[src/rtl/pwr_consts.svh]
// timing counts and field codes for the power mode controller
`ifndef PWR_CONSTS_SVH
`define PWR_CONSTS_SVH
`define STARTUP_TIME_US     100
`define SYS_CLK_MHZ         10
`define STARTUP_CYCLES      (`STARTUP_TIME_US * `SYS_CLK_MHZ)
`define STARTUP_CNT_W       10
`define DIV_SLOW_A          3'h0
`define DIV_SLOW_B          3'h1
`define NUM_PORT_PINS       8
`define NUM_IRQ             8
`endif

[src/rtl/pwr_pkg.sv]
// types for the power mode controller
package pwr_pkg;
    typedef enum logic [2:0] {
        NORMAL_RUN,
        SLOW_RUN,
        DEEP_SLEEP_STATE,
        SLEEP_WITH_SUBCLOCK_STATE,
        IDLE_SUBCLOCK_ONLY_STATE,
        IDLE_FULL_CLOCK_STATE,
        FAST_STARTUP
    } mode_t;

    typedef enum logic [1:0] {
        OSC_IDLE,
        OSC_FAST,
        OSC_SLOW
    } sst_phase_t;
endpackage

[src/rtl/power_mode_wakeup_control.sv]
// operating mode, halt state and wake-up controller
`timescale 1ns/1ps
`include "pwr_consts.svh"

// What this block does
// - fast select 0, divider 000/001 gives slow
// - fast select 1 or divider 010+ gives normal
// - slow clock chosen stops fast oscillator, dividers
// - slow switch waits for slow oscillator ready
// - report fast ready when returning to normal
// - halt, no idle, no wdt/lvd: deep sleep
// - halt, idle, keep bit 0: subclock idle
// - halt, idle, keep bit 1: full idle
// - entering low power sets pdf, clears timeout
// - light states clear watchdog, keep counting
// - wake on reset, port edge, irq, overflow
// - reset wake full reset, overflow watchdog reset
// - pdf set halt, cleared clear-wdt; timeout flag
// - per pin falling edge wake, resume after halt
// - disabled or stack full irq stays pending
// - enabled irq with stack room is serviced
// - irq already pending at halt cannot wake
// - shared startup timer, slow after fast
// - after deep sleep run only once fast ready
// - peripherals follow system clock source
// - slow clock runs whenever watchdog enabled
// - keep bit resets to 0
module power_mode_wakeup_control
    import pwr_pkg::*;
(
    input  wire logic                        SYS_CLK,
    input  wire logic                        RST,
    input  wire logic                        FAST_CLOCK_SELECT,
    input  wire logic [2:0]                  CLOCK_DIVIDER_SELECT,
    input  wire logic                        IDLE_ON_HALT_ENABLE,
    input  wire logic                        SYSCLK_KEEP_IN_IDLE,
    input  wire logic                        WATCHDOG_ENABLE,
    input  wire logic                        LVD_ENABLE,
    input  wire logic                        HALT_INSTR,
    input  wire logic                        WATCHDOG_CLEAR_INSTR,
    input  wire logic                        WATCHDOG_OVERFLOW,
    input  wire logic                        EXT_RESET_REQ,
    input  wire logic [`NUM_PORT_PINS-1:0]   PORT_PINS,
    input  wire logic [`NUM_PORT_PINS-1:0]   PORT_WAKE_ENABLE,
    input  wire logic [`NUM_IRQ-1:0]         IRQ_FLAGS,
    input  wire logic [`NUM_IRQ-1:0]         IRQ_ENABLES,
    input  wire logic                        STACK_FULL,
    output logic                             FAST_OSC_RUN,
    output logic                             FAST_DIV_RUN,
    output logic                             SLOW_OSC_RUN,
    output logic                             SYSCLK_FROM_SLOW,
    output logic                             SYSCLK_RUN,
    output logic                             SUBCLK_RUN,
    output logic                             CPU_RUN,
    output logic                             FAST_OSC_READY,
    output logic                             SLOW_OSC_READY,
    output logic                             POWER_DOWN_FLAG,
    output logic                             WATCHDOG_TIMEOUT_FLAG,
    output logic                             WATCHDOG_CLEAR,
    output logic                             WATCHDOG_STOP,
    output logic                             FULL_RESET,
    output logic                             WATCHDOG_RESET,
    output logic                             IRQ_SERVICE,
    output logic [2:0]                       MODE_STATE
);

    // all state of the block except the registered outputs in one packed record
    typedef struct packed {
        mode_t                          mode;       // operating mode
        mode_t                          resume;     // mode to return to
        sst_phase_t                     oscillator_startup_timer;        // startup timer owner
        logic [`STARTUP_CNT_W-1:0]      sst_cnt;    // shared startup count
        logic                           fast_rdy;   // fast oscillator stable
        logic                           slow_rdy;   // slow oscillator stable
        logic                           power_down_flag;        // power down flag
        logic                           tof;        // watchdog timeout flag
        logic                           wdt_clr;    // watchdog clear pulse
        logic                           full_rst;   // full reset pulse
        logic                           wdt_rst;    // watchdog reset pulse
        logic                           irq_svc;    // service request pulse
        logic [`NUM_IRQ-1:0]            irq_mask;   // flags set at halt
        logic [`NUM_PORT_PINS-1:0]      pin_s1;     // pin sync stage one
        logic [`NUM_PORT_PINS-1:0]      pin_s2;     // pin sync stage two
        logic [`NUM_PORT_PINS-1:0]      pin_s3;     // previous synced level
        logic                           ext_s1;     // reset sync stage one
        logic                           ext_s2;     // reset sync stage two
    } state_t;

    state_t s_q;  // registered state
    state_t s_d;  // next state

    // requested run mode from the mode select bits
    function automatic logic wants_slow(input logic fsel,
                                        input logic [2:0] div);
        wants_slow = !fsel && (div == `DIV_SLOW_A ||
                               div == `DIV_SLOW_B);
    endfunction

    // true in any of the four halt states
    function automatic logic is_low_power(input mode_t m);
        is_low_power = (m == DEEP_SLEEP_STATE) ||
                       (m == SLEEP_WITH_SUBCLOCK_STATE) ||
                       (m == IDLE_SUBCLOCK_ONLY_STATE) ||
                       (m == IDLE_FULL_CLOCK_STATE);
    endfunction

    logic [`NUM_PORT_PINS-1:0] pin_fall;   // qualified falling edges
    logic [`NUM_IRQ-1:0]       irq_wake;   // irqs able to wake
    logic                      any_wake;   // a non-reset wake source

    // per pin falling edge detection on synced levels
    genvar g;
    generate
        for (g = 0; g < `NUM_PORT_PINS; g = g + 1) begin : g_pin
            assign pin_fall[g] = PORT_WAKE_ENABLE[g] && s_q.pin_s3[g] &&
                                 !s_q.pin_s2[g];
        end
    endgenerate

    // flags already pending at halt are masked from waking
    assign irq_wake = IRQ_FLAGS & ~s_q.irq_mask;
    assign any_wake = (|pin_fall) || (|irq_wake);

    // next state logic
    always_comb begin
        s_d          = s_q;
        s_d.wdt_clr  = 1'b0;
        s_d.full_rst = 1'b0;
        s_d.wdt_rst  = 1'b0;
        s_d.irq_svc  = 1'b0;
        s_d.pin_s1   = PORT_PINS;
        s_d.pin_s2   = s_q.pin_s1;
        s_d.pin_s3   = s_q.pin_s2;
        s_d.ext_s1   = EXT_RESET_REQ;
        s_d.ext_s2   = s_q.ext_s1;

        // shared startup timer: fast first, slow after
        case (s_q.oscillator_startup_timer)
            OSC_FAST: begin
                if (s_q.sst_cnt == `STARTUP_CNT_W'(`STARTUP_CYCLES - 1))
                begin
                    s_d.sst_cnt  = '0;
                    s_d.fast_rdy = 1'b1;
                    s_d.oscillator_startup_timer      = s_q.slow_rdy ? OSC_IDLE
                                                : OSC_SLOW;
                end else begin
                    s_d.sst_cnt = s_q.sst_cnt + 1'b1;
                end
            end
            OSC_SLOW: begin
                if (s_q.sst_cnt == `STARTUP_CNT_W'(`STARTUP_CYCLES - 1))
                begin
                    s_d.sst_cnt  = '0;
                    s_d.slow_rdy = 1'b1;
                    s_d.oscillator_startup_timer      = OSC_IDLE;
                end else begin
                    s_d.sst_cnt = s_q.sst_cnt + 1'b1;
                end
            end
            default: begin
                s_d.sst_cnt = '0;
                // slow needs its own run once the fast one is up
                if (!s_q.slow_rdy && s_q.fast_rdy)
                    s_d.oscillator_startup_timer = OSC_SLOW;
            end
        endcase

        // clear-wdt instruction drops pdf; halt sets it and wins
        if (WATCHDOG_CLEAR_INSTR) begin
            s_d.power_down_flag     = 1'b0;
            s_d.wdt_clr = 1'b1;
        end

        case (s_q.mode)
            NORMAL_RUN, SLOW_RUN: begin
                if (HALT_INSTR) begin
                    s_d.resume   = s_q.mode;
                    s_d.power_down_flag      = 1'b1;
                    s_d.tof      = 1'b0;
                    s_d.wdt_clr  = 1'b1;
                    s_d.irq_mask = IRQ_FLAGS;
                    if (!IDLE_ON_HALT_ENABLE) begin
                        if (WATCHDOG_ENABLE || LVD_ENABLE)
                            s_d.mode = SLEEP_WITH_SUBCLOCK_STATE;
                        else
                            s_d.mode = DEEP_SLEEP_STATE;
                    end else if (!SYSCLK_KEEP_IN_IDLE) begin
                        s_d.mode = IDLE_SUBCLOCK_ONLY_STATE;
                    end else begin
                        s_d.mode = IDLE_FULL_CLOCK_STATE;
                    end
                end else if (wants_slow(FAST_CLOCK_SELECT,
                                        CLOCK_DIVIDER_SELECT)) begin
                    // switch only with a stable slow oscillator
                    if (s_q.slow_rdy)
                        s_d.mode = SLOW_RUN;
                end else if (s_q.mode == SLOW_RUN) begin
                    // fast oscillator restarts before use
                    s_d.mode = s_q.fast_rdy ? NORMAL_RUN
                                            : FAST_STARTUP;
                end
            end
            FAST_STARTUP: begin
                // first instruction only once fast ready reads 1
                if (s_q.fast_rdy)
                    s_d.mode = NORMAL_RUN;
            end
            DEEP_SLEEP_STATE, SLEEP_WITH_SUBCLOCK_STATE,
            IDLE_SUBCLOCK_ONLY_STATE, IDLE_FULL_CLOCK_STATE: begin
                if (s_q.ext_s2) begin
                    s_d.full_rst = 1'b1;
                    s_d.mode     = FAST_STARTUP;
                end else if (WATCHDOG_OVERFLOW) begin
                    s_d.tof      = 1'b1;
                    s_d.wdt_rst  = 1'b1;
                    s_d.mode     = s_q.resume;
                end else if (any_wake) begin
                    // enabled irq with stack room gets serviced
                    s_d.irq_svc = |(irq_wake & IRQ_ENABLES) &&
                                  !STACK_FULL;
                    s_d.mode    = s_q.resume;
                end
                // deep sleep lost the fast clock: restart it
                if (s_d.mode == NORMAL_RUN && !s_q.fast_rdy)
                    s_d.mode = FAST_STARTUP;
                if (s_d.mode == SLOW_RUN && !s_q.slow_rdy)
                    s_d.mode = FAST_STARTUP;
            end
            default: s_d.mode = NORMAL_RUN;
        endcase

        // fast oscillator stops in slow run and deep sleep
        if (s_d.mode == SLOW_RUN || s_d.mode == DEEP_SLEEP_STATE) begin
            s_d.fast_rdy = 1'b0;
            if (s_q.oscillator_startup_timer == OSC_FAST)
                s_d.oscillator_startup_timer = OSC_IDLE;
        end else if (!s_q.fast_rdy && s_q.oscillator_startup_timer != OSC_FAST) begin
            s_d.oscillator_startup_timer     = OSC_FAST;
            s_d.sst_cnt = '0;
        end

        // slow oscillator stops only if nothing needs it
        if (!WATCHDOG_ENABLE && !LVD_ENABLE &&
            s_d.mode == DEEP_SLEEP_STATE) begin
            s_d.slow_rdy = 1'b0;
            if (s_q.oscillator_startup_timer == OSC_SLOW)
                s_d.oscillator_startup_timer = OSC_IDLE;
        end
    end

    // state register, synchronous reset
    // power-up waits out the fast startup before the core may run
    always_ff @(posedge SYS_CLK) begin
        if (RST) begin
            s_q <= '{mode: FAST_STARTUP, resume: NORMAL_RUN,
                     oscillator_startup_timer: OSC_FAST, default: '0};
        end else begin
            s_q <= s_d;
        end
    end

    // outputs registered from next state
    always_ff @(posedge SYS_CLK) begin
        if (RST) begin
            FAST_OSC_RUN          <= 1'b1;
            FAST_DIV_RUN          <= 1'b1;
            SLOW_OSC_RUN          <= 1'b1;
            SYSCLK_FROM_SLOW      <= 1'b0;
            SYSCLK_RUN            <= 1'b1;
            SUBCLK_RUN            <= 1'b1;
            CPU_RUN               <= 1'b0;
            FAST_OSC_READY        <= 1'b0;
            SLOW_OSC_READY        <= 1'b0;
            POWER_DOWN_FLAG       <= 1'b0;
            WATCHDOG_TIMEOUT_FLAG <= 1'b0;
            WATCHDOG_CLEAR        <= 1'b0;
            WATCHDOG_STOP         <= 1'b0;
            FULL_RESET            <= 1'b0;
            WATCHDOG_RESET        <= 1'b0;
            IRQ_SERVICE           <= 1'b0;
            MODE_STATE            <= 3'h0;
        end else begin
            FAST_OSC_RUN     <= !(s_d.mode == SLOW_RUN ||
                                  s_d.mode == DEEP_SLEEP_STATE);
            FAST_DIV_RUN     <= !(s_d.mode == SLOW_RUN ||
                                  s_d.mode == DEEP_SLEEP_STATE);
            SLOW_OSC_RUN     <= WATCHDOG_ENABLE || LVD_ENABLE ||
                                s_d.mode != DEEP_SLEEP_STATE;
            SYSCLK_FROM_SLOW <= (s_d.mode == SLOW_RUN);
            SYSCLK_RUN       <= !is_low_power(s_d.mode) ||
                                s_d.mode == IDLE_FULL_CLOCK_STATE;
            SUBCLK_RUN       <= s_d.mode != DEEP_SLEEP_STATE;
            CPU_RUN          <= s_d.mode == NORMAL_RUN ||
                                s_d.mode == SLOW_RUN;
            FAST_OSC_READY   <= s_d.fast_rdy;
            SLOW_OSC_READY   <= s_d.slow_rdy;
            POWER_DOWN_FLAG  <= s_d.power_down_flag;
            WATCHDOG_TIMEOUT_FLAG <= s_d.tof;
            WATCHDOG_CLEAR   <= s_d.wdt_clr;
            WATCHDOG_STOP    <= s_d.mode == DEEP_SLEEP_STATE;
            FULL_RESET       <= s_d.full_rst;
            WATCHDOG_RESET   <= s_d.wdt_rst;
            IRQ_SERVICE      <= s_d.irq_svc;
            MODE_STATE       <= s_d.mode;
        end
    end

endmodule

[config.mk]
export PLATFORM = sky130hd
export DESIGN_NAME = power_mode_wakeup_control
export DESIGN_NICKNAME = d
export VERILOG_FILES = /design/src/rtl/pwr_pkg.sv /design/src/rtl/power_mode_wakeup_control.sv
export VERILOG_INCLUDE_DIRS = /design/src /design/src/rtl
export SDC_FILE = /design/constraint.sdc
export NUM_CORES = 1
export LEC_CHECK = 0
export BUFFER_PORTS_ARGS = -buffer_cell sky130_fd_sc_hd__buf_2
export CORE_MARGIN = 5
export CORE_UTILIZATION = 45
export CTS_CLUSTER_SIZE = 40
export DETAILED_ROUTE_END_ITERATION = 10
export GPL_TIMING_DRIVEN = 0
export PLACE_DENSITY = 0.68
export SLEW_MARGIN = 20
export SYNTH_ARGS = -nofsm -noshare
export SYNTH_HDL_FRONTEND = slang
export SYNTH_SLANG_ARGS = --single-unit
[constraint.sdc]
create_clock -name SYS_CLK -period 5.7 [get_ports SYS_CLK]
set_input_delay 1.14 -clock SYS_CLK [delete_from_list [all_inputs] [get_ports SYS_CLK]]
set_output_delay 1.14 -clock SYS_CLK [all_outputs]
set_load 0.01 [all_outputs]
-- Yosys cells after proc, flatten, opt, wreduce, memory -nomap -nowiden
Cells that the tools add are included.
Widths: inputs -> output; s select.
- bits in registers: 70
- bits of input ports: 47
- output and inout port bits: 19
- word-level logic and storage cells: 164
- add/subtract/negate cells: 1
- equality and inequality tests: 21
- mux-type cells: 42
- bitwise logic cells: 5
- reduce and logical (&&, ||, !) cells: 69
- operators with widths (operator ; number):
    $mux 3 ; 15
    $logic_and 1x1->1 ; 24
    $pmux 12 s2 ; 1
    $reduce_or 8->1 ; 3
    $mux 10 ; 2
    $and 8x8->8 ; 2
    $logic_not 1->1 ; 16
    $mux 2 ; 8
    $eq 3x3->1 const B ; 5
    $mux 1 ; 13
    $eq 3x1->1 const B ; 4
    $eq 3x2->1 const B ; 4
    $logic_not 3->1 ; 4
    $mux 12 ; 1
    $add 10x1->10 const B ; 1
    $eq 10x10->1 const B ; 1
    $logic_or 1x1->1 ; 10
    $pmux 3 s3 ; 1
    $not 8->8 ; 1
    $reduce_or 2->1 ; 4
    $ne 2x2->1 const B ; 3
    $reduce_and 2->1 ; 3
    $reduce_or 5->1 ; 1
    $reduce_and 4->1 ; 1
    other kinds (9) ; 10

-- Depth between registers and ports, before layout
Gate-level depths: netlist of the first run.
- depth in word-level cells: 22
- gate-level depth with buffers: 11
- depth with buffers taken out: 10

-- Least setup slack after synthesis of the first run
Ideal clock, no wire load.
- kind: input -> register
- start: input port PORT_WAKE_ENABLE[3]
- end: register s_q[43] (netlist bit)
- library setup time: 0.075 ns
- arrival: 3.405 ns
- data required time: 5.625 ns
- slack: 2.219 ns
- stages: 10
- buffers on the path: 1
- cell sequence: nand2_1 > o22ai_1 > or4_4 > or4_1 > a21o_1 > o221ai_4 > xnor2_1 > o211a_1 > buf_6 > nor3b_2
- cells in the longest elaborated chain, start to end: 19
- elaborated cells between the ends (all ways): 20
- those cells by class: eq/ne (3); mux (9); reduce/logical (8)
- ends and longest elaborated chain (what ; RTL line ; text):
    start, declared ; power_mode_wakeup_control.sv:44 ; input wire logic [`NUM_PORT_PINS-1:0] PORT_WAKE_ENABLE,
    $logic_and 1x1->1 (*) (2 in series) ; power_mode_wakeup_control.sv:115 ; assign pin_fall[g] = PORT_WAKE_ENABLE[g] && s_q.pin_s3[g] &&
    $reduce_or 8->1 (*) ; power_mode_wakeup_control.sv:122 ; assign any_wake = (|pin_fall) || (|irq_wake);
    $logic_or 1x1->1 (*) ; power_mode_wakeup_control.sv:122 ;
    $mux 3 (*) ; power_mode_wakeup_control.sv:217 ; end else if (any_wake) begin
    $mux 3 (*) ; power_mode_wakeup_control.sv:213 ; end else if (WATCHDOG_OVERFLOW) begin
    $mux 3 (*) ; power_mode_wakeup_control.sv:210 ; if (s_q.ext_s2) begin
    $mux 3 (*) ; power_mode_wakeup_control.sv:174 ; case (s_q.mode)
    $logic_not 3->1 ; power_mode_wakeup_control.sv:224 ; if (s_d.mode == NORMAL_RUN && !s_q.fast_rdy)
    [... 2 more ...] ; -- ;
    $mux 3 (*) ; power_mode_wakeup_control.sv:174 ;
    $eq 3x1->1 ; power_mode_wakeup_control.sv:226 ; if (s_d.mode == SLOW_RUN && !s_q.slow_rdy)
    $logic_and 1x1->1 ; power_mode_wakeup_control.sv:226 ;
    $mux 3 (*) ; power_mode_wakeup_control.sv:226 ;
    $pmux 3 s3 (*) ; power_mode_wakeup_control.sv:174 ;
    $eq 3x1->1 or $eq 3x2->1 (tied branches) ; power_mode_wakeup_control.sv:233 ; if (s_d.mode == SLOW_RUN || s_d.mode == DEEP_SLEEP_STATE) begin
    $logic_or 1x1->1 (*) ; power_mode_wakeup_control.sv:233 ;
    $mux 10 (*) ; power_mode_wakeup_control.sv:233 ;
    end signal, assigned ; power_mode_wakeup_control.sv:255 ; s_q <= '{mode: FAST_STARTUP, resume: NORMAL_RUN,
    end, declared ; power_mode_wakeup_control.sv:89 ; state_t s_q;
Mark *: on every way between the ends. The rest lies on a longest branch, timed or not. The select of a mux whose other input is x is not followed.
A chain may end at the register's enable or synchronous reset.

-- Final worst setup path of the first run
- start: input port PORT_WAKE_ENABLE[2]
- end: register s_q[47] (netlist bit)
The elaborated chain is that of the path after synthesis.

==> results of run 1 <==
[cells in the mapped netlist (4+ instances only)]
master | n | area (µm²)
a22oi_1 | 4 | 30.0
nand3_1 | 6 | 30.0
dfxtp_1 | 69 | 1380
clkbuf_1 | 10 | 37.5
nor2b_1 | 35 | 219
xnor2_1 | 6 | 52.6
nor2_1 | 20 | 75.1
nand2b_1 | 8 | 50.1
nor3_1 | 5 | 25.0
inv_1 | 12 | 45.0
nor3_2 | 9 | 90.1
nor4_1 | 4 | 25.0
nand2_1 | 41 | 154
and2_1 | 6 | 37.5
a21oi_1 | 18 | 90.1
ha_1 | 4 | 50.1
o21ai_0 | 8 | 40.0
xor2_1 | 4 | 35.0
[metrics by stage]
stage          utilization  instance area [µm²]  std cells  setup slack (ns)
2_1_floorplan            -                 2890        319              2.22
3_3_place_gp         0.523                 3300        459              1.83
3_5_place_dp         0.523                 3300        459              1.82
4_1_cts              0.554                 3500        475              2.16
5_1_grt              0.554                 3500        475              2.01
6_report             0.554                 3500        475              2.13
[critical path, cell delays in order]
cell	delay, ns
buf_2	0.10
nand2_1	0.05
o22ai_1	0.09
nor4_1	0.67
a211oi_1	0.19
or2_2	0.38
a32oi_2	0.44
xnor2_1	0.17
o211a_1	0.26
buf_6	0.16
nor3_2	0.17
[cells by family after synthesis]
family                   count (synthesis)
buffers and inverters                   26
AND/OR/NAND/NOR                        155
multiplexers                             1
adder cells (fa/ha/maj)                  4
XOR/XNOR                                10
AO/OA/AOI/OAI                           54
flip-flops                              69
[final timing paths]
kind	start	endpoint	slack (ns)	depth (start not counted)
worst max-delay path	PORT_WAKE_ENABLE[2]	s_q[47]$_SDFF_PP0_	2.13	11
worst min-delay path	s_d[15]$_SDFF_PP0_	s_d[7]$_SDFF_PP0_	0.44	1
worst max register to register	s_q[5]$_SDFF_PP0_	s_q[47]$_SDFF_PP0_	2.73	10
worst min register to register	s_d[15]$_SDFF_PP0_	s_d[7]$_SDFF_PP0_	0.44	1
[metal layers]
layer / routed length [µm] / vias to the layer above
met5: 0 / -
met4: 71 / 0
met3: 342 / 7
met2: 3040 / 60
met1: 2870 / 1113
li1: - / 1244
[power by group through the flow]
stage               clock network (W)  logic [W]  registers (W)
floorplan                           0   0.000203       0.000544
global placement                    0   0.000279       0.000540
detailed placement                  0   0.000280       0.000541
CTS                          0.000402   0.000285       0.000530
global route                 0.000426   0.000318       0.000533
finish                       0.000393   0.000285       0.000530
[final cells by class]
class | count | share of cell area
tap | 77 | 0.0275
multi-input combinational | 224 | 0.399
buffer | 14 | 0.0193
timing repair buffer | 63 | 0.0901
clock buffer | 10 | 0.0365
sequential | 69 | 0.395
clock inverter | 6 | 0.0200
inverter | 12 | 0.0129
[placed cells by master, fill, tap and decap left out, types with 3 or more instances in the layout]
cell,synthesis,layout
dfxtp_1,69,69
buf_2,0,63
nand2_1,41,41
nor2b_1,35,35
nor2_1,20,20
a21oi_1,18,18
inv_1,12,12
clkbuf_1,10,11
nor3_2,9,9
clkbuf_8,0,9
nand2b_1,8,8
o21ai_0,8,8
nand3_1,6,6
and2_1,6,6
xnor2_1,6,6
nor3_1,5,5
a22oi_1,4,4
nor4_1,4,4
xor2_1,4,4
ha_1,4,4
and3_1,3,3
nor4b_1,3,3
nand4_1,3,3
o22ai_1,3,3
a211oi_1,3,3
or2_2,3,3
or4_1,3,3
a31oi_1,3,3
==> results.md, run 1 <==
* Final Hold Fails at 0
* CTS clk-pin slew, worst paths at 0.08 ns
* Tot Pwr at 0.00121 W
* Min-delay worst type: flop to flop
* Hpwl dp at 4550 µm
* Outcome: finished clean
* Chip Height at 90.1 µm
* DRT antenna net count at 0
* I/O Pins at 66
* Post-synth EDFFs at 0
* CTS max path bufs at 2
* GR Util met3 at 0.0526
* Fillcell total at 582
* Post-Route WL at 6320 µm
* Met1 Resource Use GR at 0.192
* Synth Flop Type: dfxtp_1
* Initial core utilization at 0.458
* CP startpoint kind: input pin
* Sequential area share after synthesis at 0.478
* # nets final at 444
* Post-Synth Adder-Cell Area at 0.0173
* Most flops, register: s_q
* Post-CTS Setup Bufs at 0
* Grt peak-use layer: met2
* Worst-Margin Slew at 0.782 ns
* Initial DRC count at 87
* LEAKAGE at 1.40 nW
* RD Place Congestion at 0.861
* Setup tns final at 0 ns
* Mapped Cells at 319
* Period utilization at 0.627
* Global-route wire length before repair at 10600 µm
* Unique masters post-synth at 50
* Multi-input combinational cell area at 1400 µm²
* Rows at 29
* Htree depth at 3
* Synthesized cell area at 2890 µm²
* Min Tclk post-route at 3.57 ns
* All-Layer GR Usage at 0.156
* Main combinational cell family by area after synthesis: simple AND/OR/NAND/NOR gates
* Wire length per cell at 13.3 µm
* Share of cells above drive strength 1 at 0.249
* Post-synthesis simple-gate area fraction at 0.301
* Vias in the first global route at 2389
* First drt pass iteration count at 4
* Worst Skew at 0.00999 ns
* Combinational power share at 0.236
* Port Buffer Count at 63
* Max Fclk at 0.280 GHz
* Vias at 2424
* Worst EP arrival at 3.83 ns
* Psw at 0.000375 W
* Relative slew slack at 0.478
* RSZ-0062 raised after global routing: false
* Register Area at 1380 µm²
* Final setup violation count at 0
* Worst path required time at 5.96 ns
* CTS hold repair buffers at 0
* Crit path max fanout at 10
* Multiplexer share of the synthesized area at 0.00390
* Post-Syn Nets at 370
* Post-synthesis compound-gate area fraction at 0.131
* Int Power at 0.000833 W
* Yosys Warn Count at 0
* Core ar. at 6310 µm²
* Max-Cap Viols at 0
* #FFs+latches synth at 69
* CTS tree: done
* Met2 Usage GRT at 0.259
* Slew Limit Fails at 0
* Die area at 8120 µm²
* Gr ovfl total at 0
* Worst setup EP type: flop
* Largest net degree at the start of global routing at 14
* Area growth, synth to finish at 21.1%
* N_diodes at 0
* Die width at 90.1 µm
* Sw Ratio at 0.311
* Worst hold slack at 0.439 ns
* Max VDD drop at 0.211 mV
* Power share of the clock group at 0.325
* Resized Gates After CTS at 0
* Async SR Flop Fraction at 0
* Mean area per synthesized cell at 9.06 µm²
* CTS Buf Count at 9
* Setup CP Type: input pin to flop
* # DRC at 0
* CTS Sinks at 69
* Initial antenna violation count at 0
* Skew-Pair Late Insertion Delay at 0.34 ns
* Largest register FFs at 35
* Sequential power share at 0.439
* Clock root buffer: clkbuf_8
* PD cells at 345 nW/µm²
* Post-Synth XOR/XNOR Area at 0.0303
* Routed vias/inst at 5.10
Note: power is estimated with default switching activity, not from simulation.
==> run 2: changes to the inputs <==
ABC_AREA = 1   (was default)
clock period = 3.3 ns   (was 5.7 ns; I/O delays follow)
==> results.md, run 2 <==
* RD Place Congestion at 0.940 (+9.2%)
* Die width at 91.6 µm (+1.6%)
* Share of cells above drive strength 1 at 0.252 (+0.00332)
* Skew-Pair Late Insertion Delay at 0.35 ns (about the same)
* Post-Route WL at 6490 µm (+2.5%)
* All-Layer GR Usage at 0.166 (+0.00967)
* Hpwl dp at 4900 µm (+7.6%)
* Register Area at 1380 µm² (unchanged)
* Hold Path Origin: s_d[11]$_SDFF_PP0_
* R2r endpoint: s_q[52]$_SDFF_PP1_
* Synth area leaders: dfxtp_1 46%, nand2_1 8.3%, nor2_1 7.8%, inv_1 7.6%, nand3_1 3.8%
* Clock root buffer: clkbuf_8
* Max Fclk at 0.428 GHz
* Period utilization at 0.708
* #FFs+latches synth at 69 (unchanged)
* Final Hold Fails at 0 (unchanged)
* R2r setup slk at 1.06 ns (-1.67 ns)
* DRT antenna net count at 0 (unchanged)
* Max VDD drop at 0.258 mV (+22%)
* Initial core utilization at 0.467 (+0.00900)
* First drt pass iteration count at 4 (unchanged)
* Sequential area share after synthesis at 0.461 (-0.0172)
* PD cells at 592 nW/µm² (+71%)
* Post-Syn Nets at 455 (+23%)
* Post-synth top area share at 0.461 (-0.0172)
* Final setup violation count at 0 (unchanged)
* Worst setup EP type: flop
* RSZ-0062 raised after global routing: false
* # DRC at 0 (unchanged)
* Synth Flop Type: dfxtp_1
* Routed vias/inst at 4.82 (-5.5%)
* Final Instance Area at 3600 µm² (+2.9%)
* Launch point of the worst reg-to-reg path: s_q[58]$_SDFF_PP1_
* Fillcell total at 611 (+5.0%)
* Hold Crit Depth at 2 (+1)
* LEAKAGE at 1.75 nW (+24%)
* Worst hold slack at 0.393 ns (-0.0460 ns)
* Max-Cap Viols at 0 (unchanged)
* Chip Height at 91.6 µm (+1.6%)
* Relative slew slack at 0.632 (+0.153)
* Worst r2r path cells at 13 (+3)
* Vias at 2704 (+12%)
* Resized Gates After CTS at 0 (unchanged)
* CTS tree: done
* CTS clk-pin slew, worst paths at 0.08 ns (about the same)
* I/O Pins at 66 (unchanged)
* Initial antenna violation count at 0 (unchanged)
* Most common cell after layout, fill and taps aside: dfxtp_1
* Top cells by count, synth: 69 x dfxtp_1, 66 x nand2_1, 62 x nor2_1
* Commonest non-fill, non-tap cells in the layout: 69 x dfxtp_1, 66 x nand2_1, 64 x buf_2
* Largest register FFs at 35 (unchanged)
* Cell with the most instances after synthesis: dfxtp_1
* Min Tclk post-route at 2.34 ns
* Slew Limit Fails at 0 (unchanged)
* Mean area per synthesized cell at 7.42 µm² (-18%)
* Crit path max fanout at 3 (-7)
* Area growth, synth to finish at 20.1%
* CTS Buf Count at 9 (unchanged)
* Vias in the first global route at 2524 (+5.7%)
* Worst EP arrival at 2.56 ns (-1.27 ns)
* Largest net degree at the start of global routing at 13 (-1)
* Unique masters post-synth at 37 (-26%)
* Worst Skew at 0.0138 ns (+0.00381 ns)
* CTS hold repair buffers at 0 (unchanged)
* Initial DRC count at 99 (+14%)
* Multi-input combinational cell area at 1290 µm² (-7.3%)
* Rows at 29 (unchanged)
* Min-delay worst type: flop to flop
* Dpl cell area at 3410 µm² (+3.4%)
* Yosys Warn Count at 0 (unchanged)
* Setup tns final at 0 ns (unchanged)
* # nets final at 530 (+19%)
* Async SR Flop Fraction at 0 (unchanged)
* Htree depth at 3 (unchanged)
* Port Buffer Count at 64 (+1.6%)
* Leading area contributor after synthesis: dfxtp_1
* Setup CP Type: input pin to flop
* N_diodes at 0 (unchanged)
* Util after Layout at 0.560 (+0.00639)
* Post-CTS Setup Bufs at 0 (unchanged)
* Outcome: finished clean
* Worst-Margin Slew at 0.552 ns (-0.230 ns)
* CTS Sinks at 69 (unchanged)
* CP startpoint kind: input pin
* Core ar. at 6420 µm² (+1.7%)
* Synthesized cell area at 3000 µm² (+3.7%)
* Post-synth EDFFs at 0 (unchanged)
* Worst path required time at 3.52 ns (-2.44 ns)
* Global-route wire length before repair at 11100 µm (+4.8%)
* Hold Crit Endpoint: s_d[3]$_SDFF_PP0_
* Wire length per cell at 11.6 µm (-13%)
* CTS max path bufs at 2 (unchanged)
* Most flops, register: s_q
* Die area at 8390 µm² (+3.3%)
* Gr ovfl total at 0 (unchanged)
* Tot Pwr at 0.00213 W (+76%)
* Mapped Cells at 404 (+27%)
## run 2: cell types whose count changed after synthesis, moves of 11 or more
cell,delta
nand3_1,+17
nor2_2,+13
nand2_1,+25
inv_2,+11
nor2_1,+42
inv_1,+49
nor2b_1,-35
## run 2: layout make-up
| class | instances | area share |
|---|---|---|
| inverter | 74 | 0.0779 |
| multi-input combinational | 252 | 0.359 |
| buffer | 9 | 0.0115 |
| clock buffer | 12 | 0.0431 |
| tap | 77 | 0.0268 |
| clock inverter | 4 | 0.00869 |
| timing repair buffer | 64 | 0.0890 |
| sequential | 69 | 0.384 |
## run 2: worst max-delay path: stages
cell and delay (ns):
buf_2 0.11, nand2_1 0.06, nor2_1 0.03, nor2_1 0.10
nand2_1 0.06, nor2_1 0.19, nand3_2 0.12, nand2_1 0.12
nand2_1 0.07, nor2_2 0.15, nand4_2 0.16, a21oi_2 0.25
nand2_1 0.08, nor2_1 0.13, nand4_1 0.12, nand2_1 0.09
nand2_1 0.04
## run 2: stage by stage
stage,setup slack [ns],instances
2_1_floorplan,1.06,404
3_3_place_gp,0.644,545
6_report,0.964,561
4_1_cts,0.969,561
5_1_grt,0.709,561
3_5_place_dp,0.642,545
## run 2: kinds of logic (layout without fill, tap and decap cells)
| kind of cell | count (synthesis) | count (layout) | share of synthesized area |
|---|---|---|---|
| simple gates | 192 | 192 | 0.299 |
| buf+inv | 83 | 163 | 0.107 |
| xor+xnor | 7 | 7 | 0.0205 |
| fa+ha+maj | 4 | 4 | 0.0167 |
| flops | 69 | 69 | 0.461 |
| compound gates | 49 | 49 | 0.0956 |
## run 2: how the worst max path moves through the flow
stage	startpoint	end	slack (ns)	cells after the start
floorplan	PORT_WAKE_ENABLE[5]	s_q[44]$_SDFF_PP0_	1.06	16
global placement	PORT_WAKE_ENABLE[7]	s_q[52]$_SDFF_PP1_	0.64	17
detailed placement	PORT_WAKE_ENABLE[7]	s_q[52]$_SDFF_PP1_	0.64	17
CTS	PORT_WAKE_ENABLE[7]	s_q[52]$_SDFF_PP1_	0.97	17
global route	PORT_WAKE_ENABLE[7]	s_q[52]$_SDFF_PP1_	0.71	21
finish	PORT_WAKE_ENABLE[7]	s_q[52]$_SDFF_PP1_	0.96	17
## run 2: power breakdown
part	switching [W]	total, W	internal [W]
clock	0.000324	0.000640	0.000317
combinational	0.000351	0.000552	0.000201
sequential	0.0000351	0.000938	0.000902
## run 2: per-layer routing
| metal | vias up | GRT usage | wire, µm | share of wire |
|---|---|---|---|---|
| li1 | 1420 | - | - | - |
| met1 | 1177 | 0.195 | 2890 | 0.45 |
| met2 | 85 | 0.272 | 2980 | 0.46 |
| met3 | 22 | 0.0612 | 455 | 0.070 |
| met4 | 0 | 0.0704 | 162 | 0.025 |
| met5 | - | 0 | 0 | 0 |
==> run 3: changes to the inputs <==
ABC_AREA = 0   (was 1)
PLACE_DENSITY = 0.71   (was 0.68)
clock period = 2 ns   (was 3.3 ns; I/O delays follow)
==> results.md, run 3 (synthesis gave the netlist of run 1 again) <==
* Outcome: finished with violations
* Failing checks: negative setup slack
* Skew-Pair Late Insertion Delay at 0.35 ns (about the same)
* Global-route wire length before repair at 11200 µm (+0.56%)
* Die area at 8120 µm² (-3.2%)
* Hold Crit Endpoint: s_d[13]$_SDFF_PP0_
* Crit path max fanout at 6 (+3)
* Fillcell total at 531 (-13%)
* Most flops, register: s_q
* CP startpoint kind: flop
* Period utilization at 1.37
* LEAKAGE at 1.58 nW (-9.6%)
* Share of cells above drive strength 1 at 0.373 (+0.121)
* Port Buffer Count at 63 (-1.6%)
* Largest net degree at the start of global routing at 14 (+1)
* I/O Pins at 66 (unchanged)
* # DRC at 0 (unchanged)
* Initial DRC count at 91 (-8.1%)
* DRT antenna net count at 0 (unchanged)
* RSZ-0062 raised after global routing: true
* Setup ws final at -0.743 ns (-1.71 ns)
* Launch point of the worst reg-to-reg path: s_q[5]$_SDFF_PP0_
* Worst path cell trace: nand2_2, o22ai_4, or4_4, or4_4, a21o_1, o221ai_4, xnor2_2, o211a_4, buf_8, nor3b_2
* Post-Route WL at 6890 µm (+6.2%)
* CTS Sinks at 69 (unchanged)
* PD cells at 1020 nW/µm² (+73%)
* Hold Crit Depth at 2 (unchanged)
* # nets final at 464 (-12%)
* All-Layer GR Usage at 0.166 (-0.000530)
* N_diodes at 0 (unchanged)
* Commonest non-fill, non-tap cells in the layout: 63 x dfxtp_1, 63 x buf_2, 36 x nand2_1
* Area growth, synth to finish at 37.4%
* Setup tns final at -15.19 ns (-15.19 ns)
* Relative slew slack at 0.545 (-0.0872)
* Die width at 90.1 µm (-1.6%)
* Vias in the first global route at 2482 (-1.7%)
* CTS Buf Count at 9 (unchanged)
* Final Hold Fails at 0 (unchanged)
* Final setup violation count at 26 (+26)
* Worst Skew at 0.0110 ns (-0.00276 ns)
* RD Place Congestion at 0.815 (-13%)
* Util after Layout at 0.629 (+0.0683)
* Clock root buffer: clkbuf_8
* Worst setup EP type: flop
* Max VDD drop at 0.600 mV (+130%)
* Initial antenna violation count at 0 (unchanged)
* CTS max path bufs at 2 (unchanged)
* Vias at 2532 (-6.4%)
* CP dominant cell by count: or4_4
* Peak per-stage delay on the critical path at 0.56 ns (+0.31 ns)
* CTS clk-pin slew, worst paths at 0.08 ns (about the same)
* CTS tree: done
* Setup CP Type: flop to flop
* Worst r2r path cells at 10 (-3)
* Hold Path Origin: PORT_PINS[3]
* Rows at 29 (unchanged)
* Chip Height at 90.1 µm (-1.6%)
* Initial core utilization at 0.458 (-0.00900)
* Htree depth at 3 (unchanged)
* Hpwl dp at 4540 µm (-7.3%)
* R2r endpoint: s_q[43]$_SDFF_PP0_
* Worst path required time at 2.28 ns (-1.24 ns)
* Min Tclk post-route at 2.74 ns
* Worst-Margin Slew at 0.683 ns (+0.131 ns)
* First drt pass iteration count at 4 (unchanged)
* Max-Cap Viols at 0 (unchanged)
* Routed vias/inst at 5.12 (+6.1%)
* Slowest stage cell on the critical path: or4_4
* Min-delay worst type: input pin to flop
* Wire length per cell at 13.9 µm (+20%)
* Gr ovfl total at 0 (unchanged)
* R2r setup slk at -0.74 ns (-1.80 ns)
* Core ar. at 6310 µm² (-1.7%)
* Max Fclk at 0.365 GHz
* Largest register FFs at 35 (unchanged)
* Slew Limit Fails at 0 (unchanged)
* Worst EP arrival at 3.02 ns (+0.46 ns)
* CTS hold repair buffers at 0 (unchanged)
* Worst hold slack at 0.256 ns (-0.138 ns)
-- run 3: area by class of cell --
| cell class | instances | area (µm²) | share of cell area |
|---|---|---|---|
| Inverter | 12 | 45.0 | 0.0113 |
| Sequential cell | 69 | 1390 | 0.350 |
| Tap cell | 77 | 96.3 | 0.0243 |
| Multi-Input combinational cell | 224 | 1630 | 0.411 |
| Timing Repair Buffer | 83 | 513 | 0.129 |
| Clock buffer | 9 | 124 | 0.0312 |
| Clock inverter | 7 | 100 | 0.0252 |
| Buffer | 14 | 71.3 | 0.0180 |
-- run 3: worst max-delay path by stage --
stage,startpoint,to,cells after the start
CTS,s_q[8]$_SDFF_PP0_,s_q[43]$_SDFF_PP0_,10
detailed placement,PORT_WAKE_ENABLE[3],s_q[43]$_SDFF_PP0_,11
finish,s_q[5]$_SDFF_PP0_,s_q[43]$_SDFF_PP0_,10
global placement,PORT_WAKE_ENABLE[3],s_q[43]$_SDFF_PP0_,11
global route,s_d[5]$_SDFF_PP0_,s_q[43]$_SDFF_PP0_,9
floorplan,PORT_WAKE_ENABLE[1],s_q[43]$_SDFF_PP0_,10
-- run 3: power breakdown --
group,internal (W),switching (W),total [W]
Sequential,0.00146,0.0000463,0.00151
Combinational,0.000624,0.000642,0.00127
Clock,0.000705,0.000572,0.00128
-- run 3: critical path, delay by kind of cell (launching register included) --
kind / cells / cell delay [ns]
flip-flops: 1 / 0.33
buffers and inverters: 1 / 0.13
XOR/XNOR: 1 / 0.15
AO/OA/AOI/OAI: 4 / 0.85
AND/OR/NAND/NOR: 4 / 1.20
-- run 3: what timing repair did --
item / 4_1_cts / 5_1_grt
pin swaps: 8 / 13
buffers inserted: 11 / 9
setup endpoints to repair: 26 / 26
resized for setup: 26 / 22
cloned: 0 / 1
-- run 3: per-stage QoR --
| step | std cells | power, W | area [µm²] | setup slack, ns |
|---|---|---|---|---|
| 3_5_place_dp | 459 | 0.00237 | 3380 | -1.05 |
| 6_report | 495 | 0.00405 | 3970 | -0.743 |
| 3_3_place_gp | 459 | 0.00235 | 3380 | -1.03 |
| 4_1_cts | 486 | 0.00379 | 3780 | -0.659 |
| 2_1_floorplan | 319 | 0.00216 | 2970 | -0.626 |
| 5_1_grt | 495 | 0.00427 | 3970 | -0.877 |
-- run 3: routing by layer --
metal,global-route usage,vias up,part of all wire
met4,0.0782,0,0.021
met2,0.273,88,0.50
met3,0.0593,16,0.072
met1,0.190,1145,0.41
li1,-,1283,-
met5,0,-,0
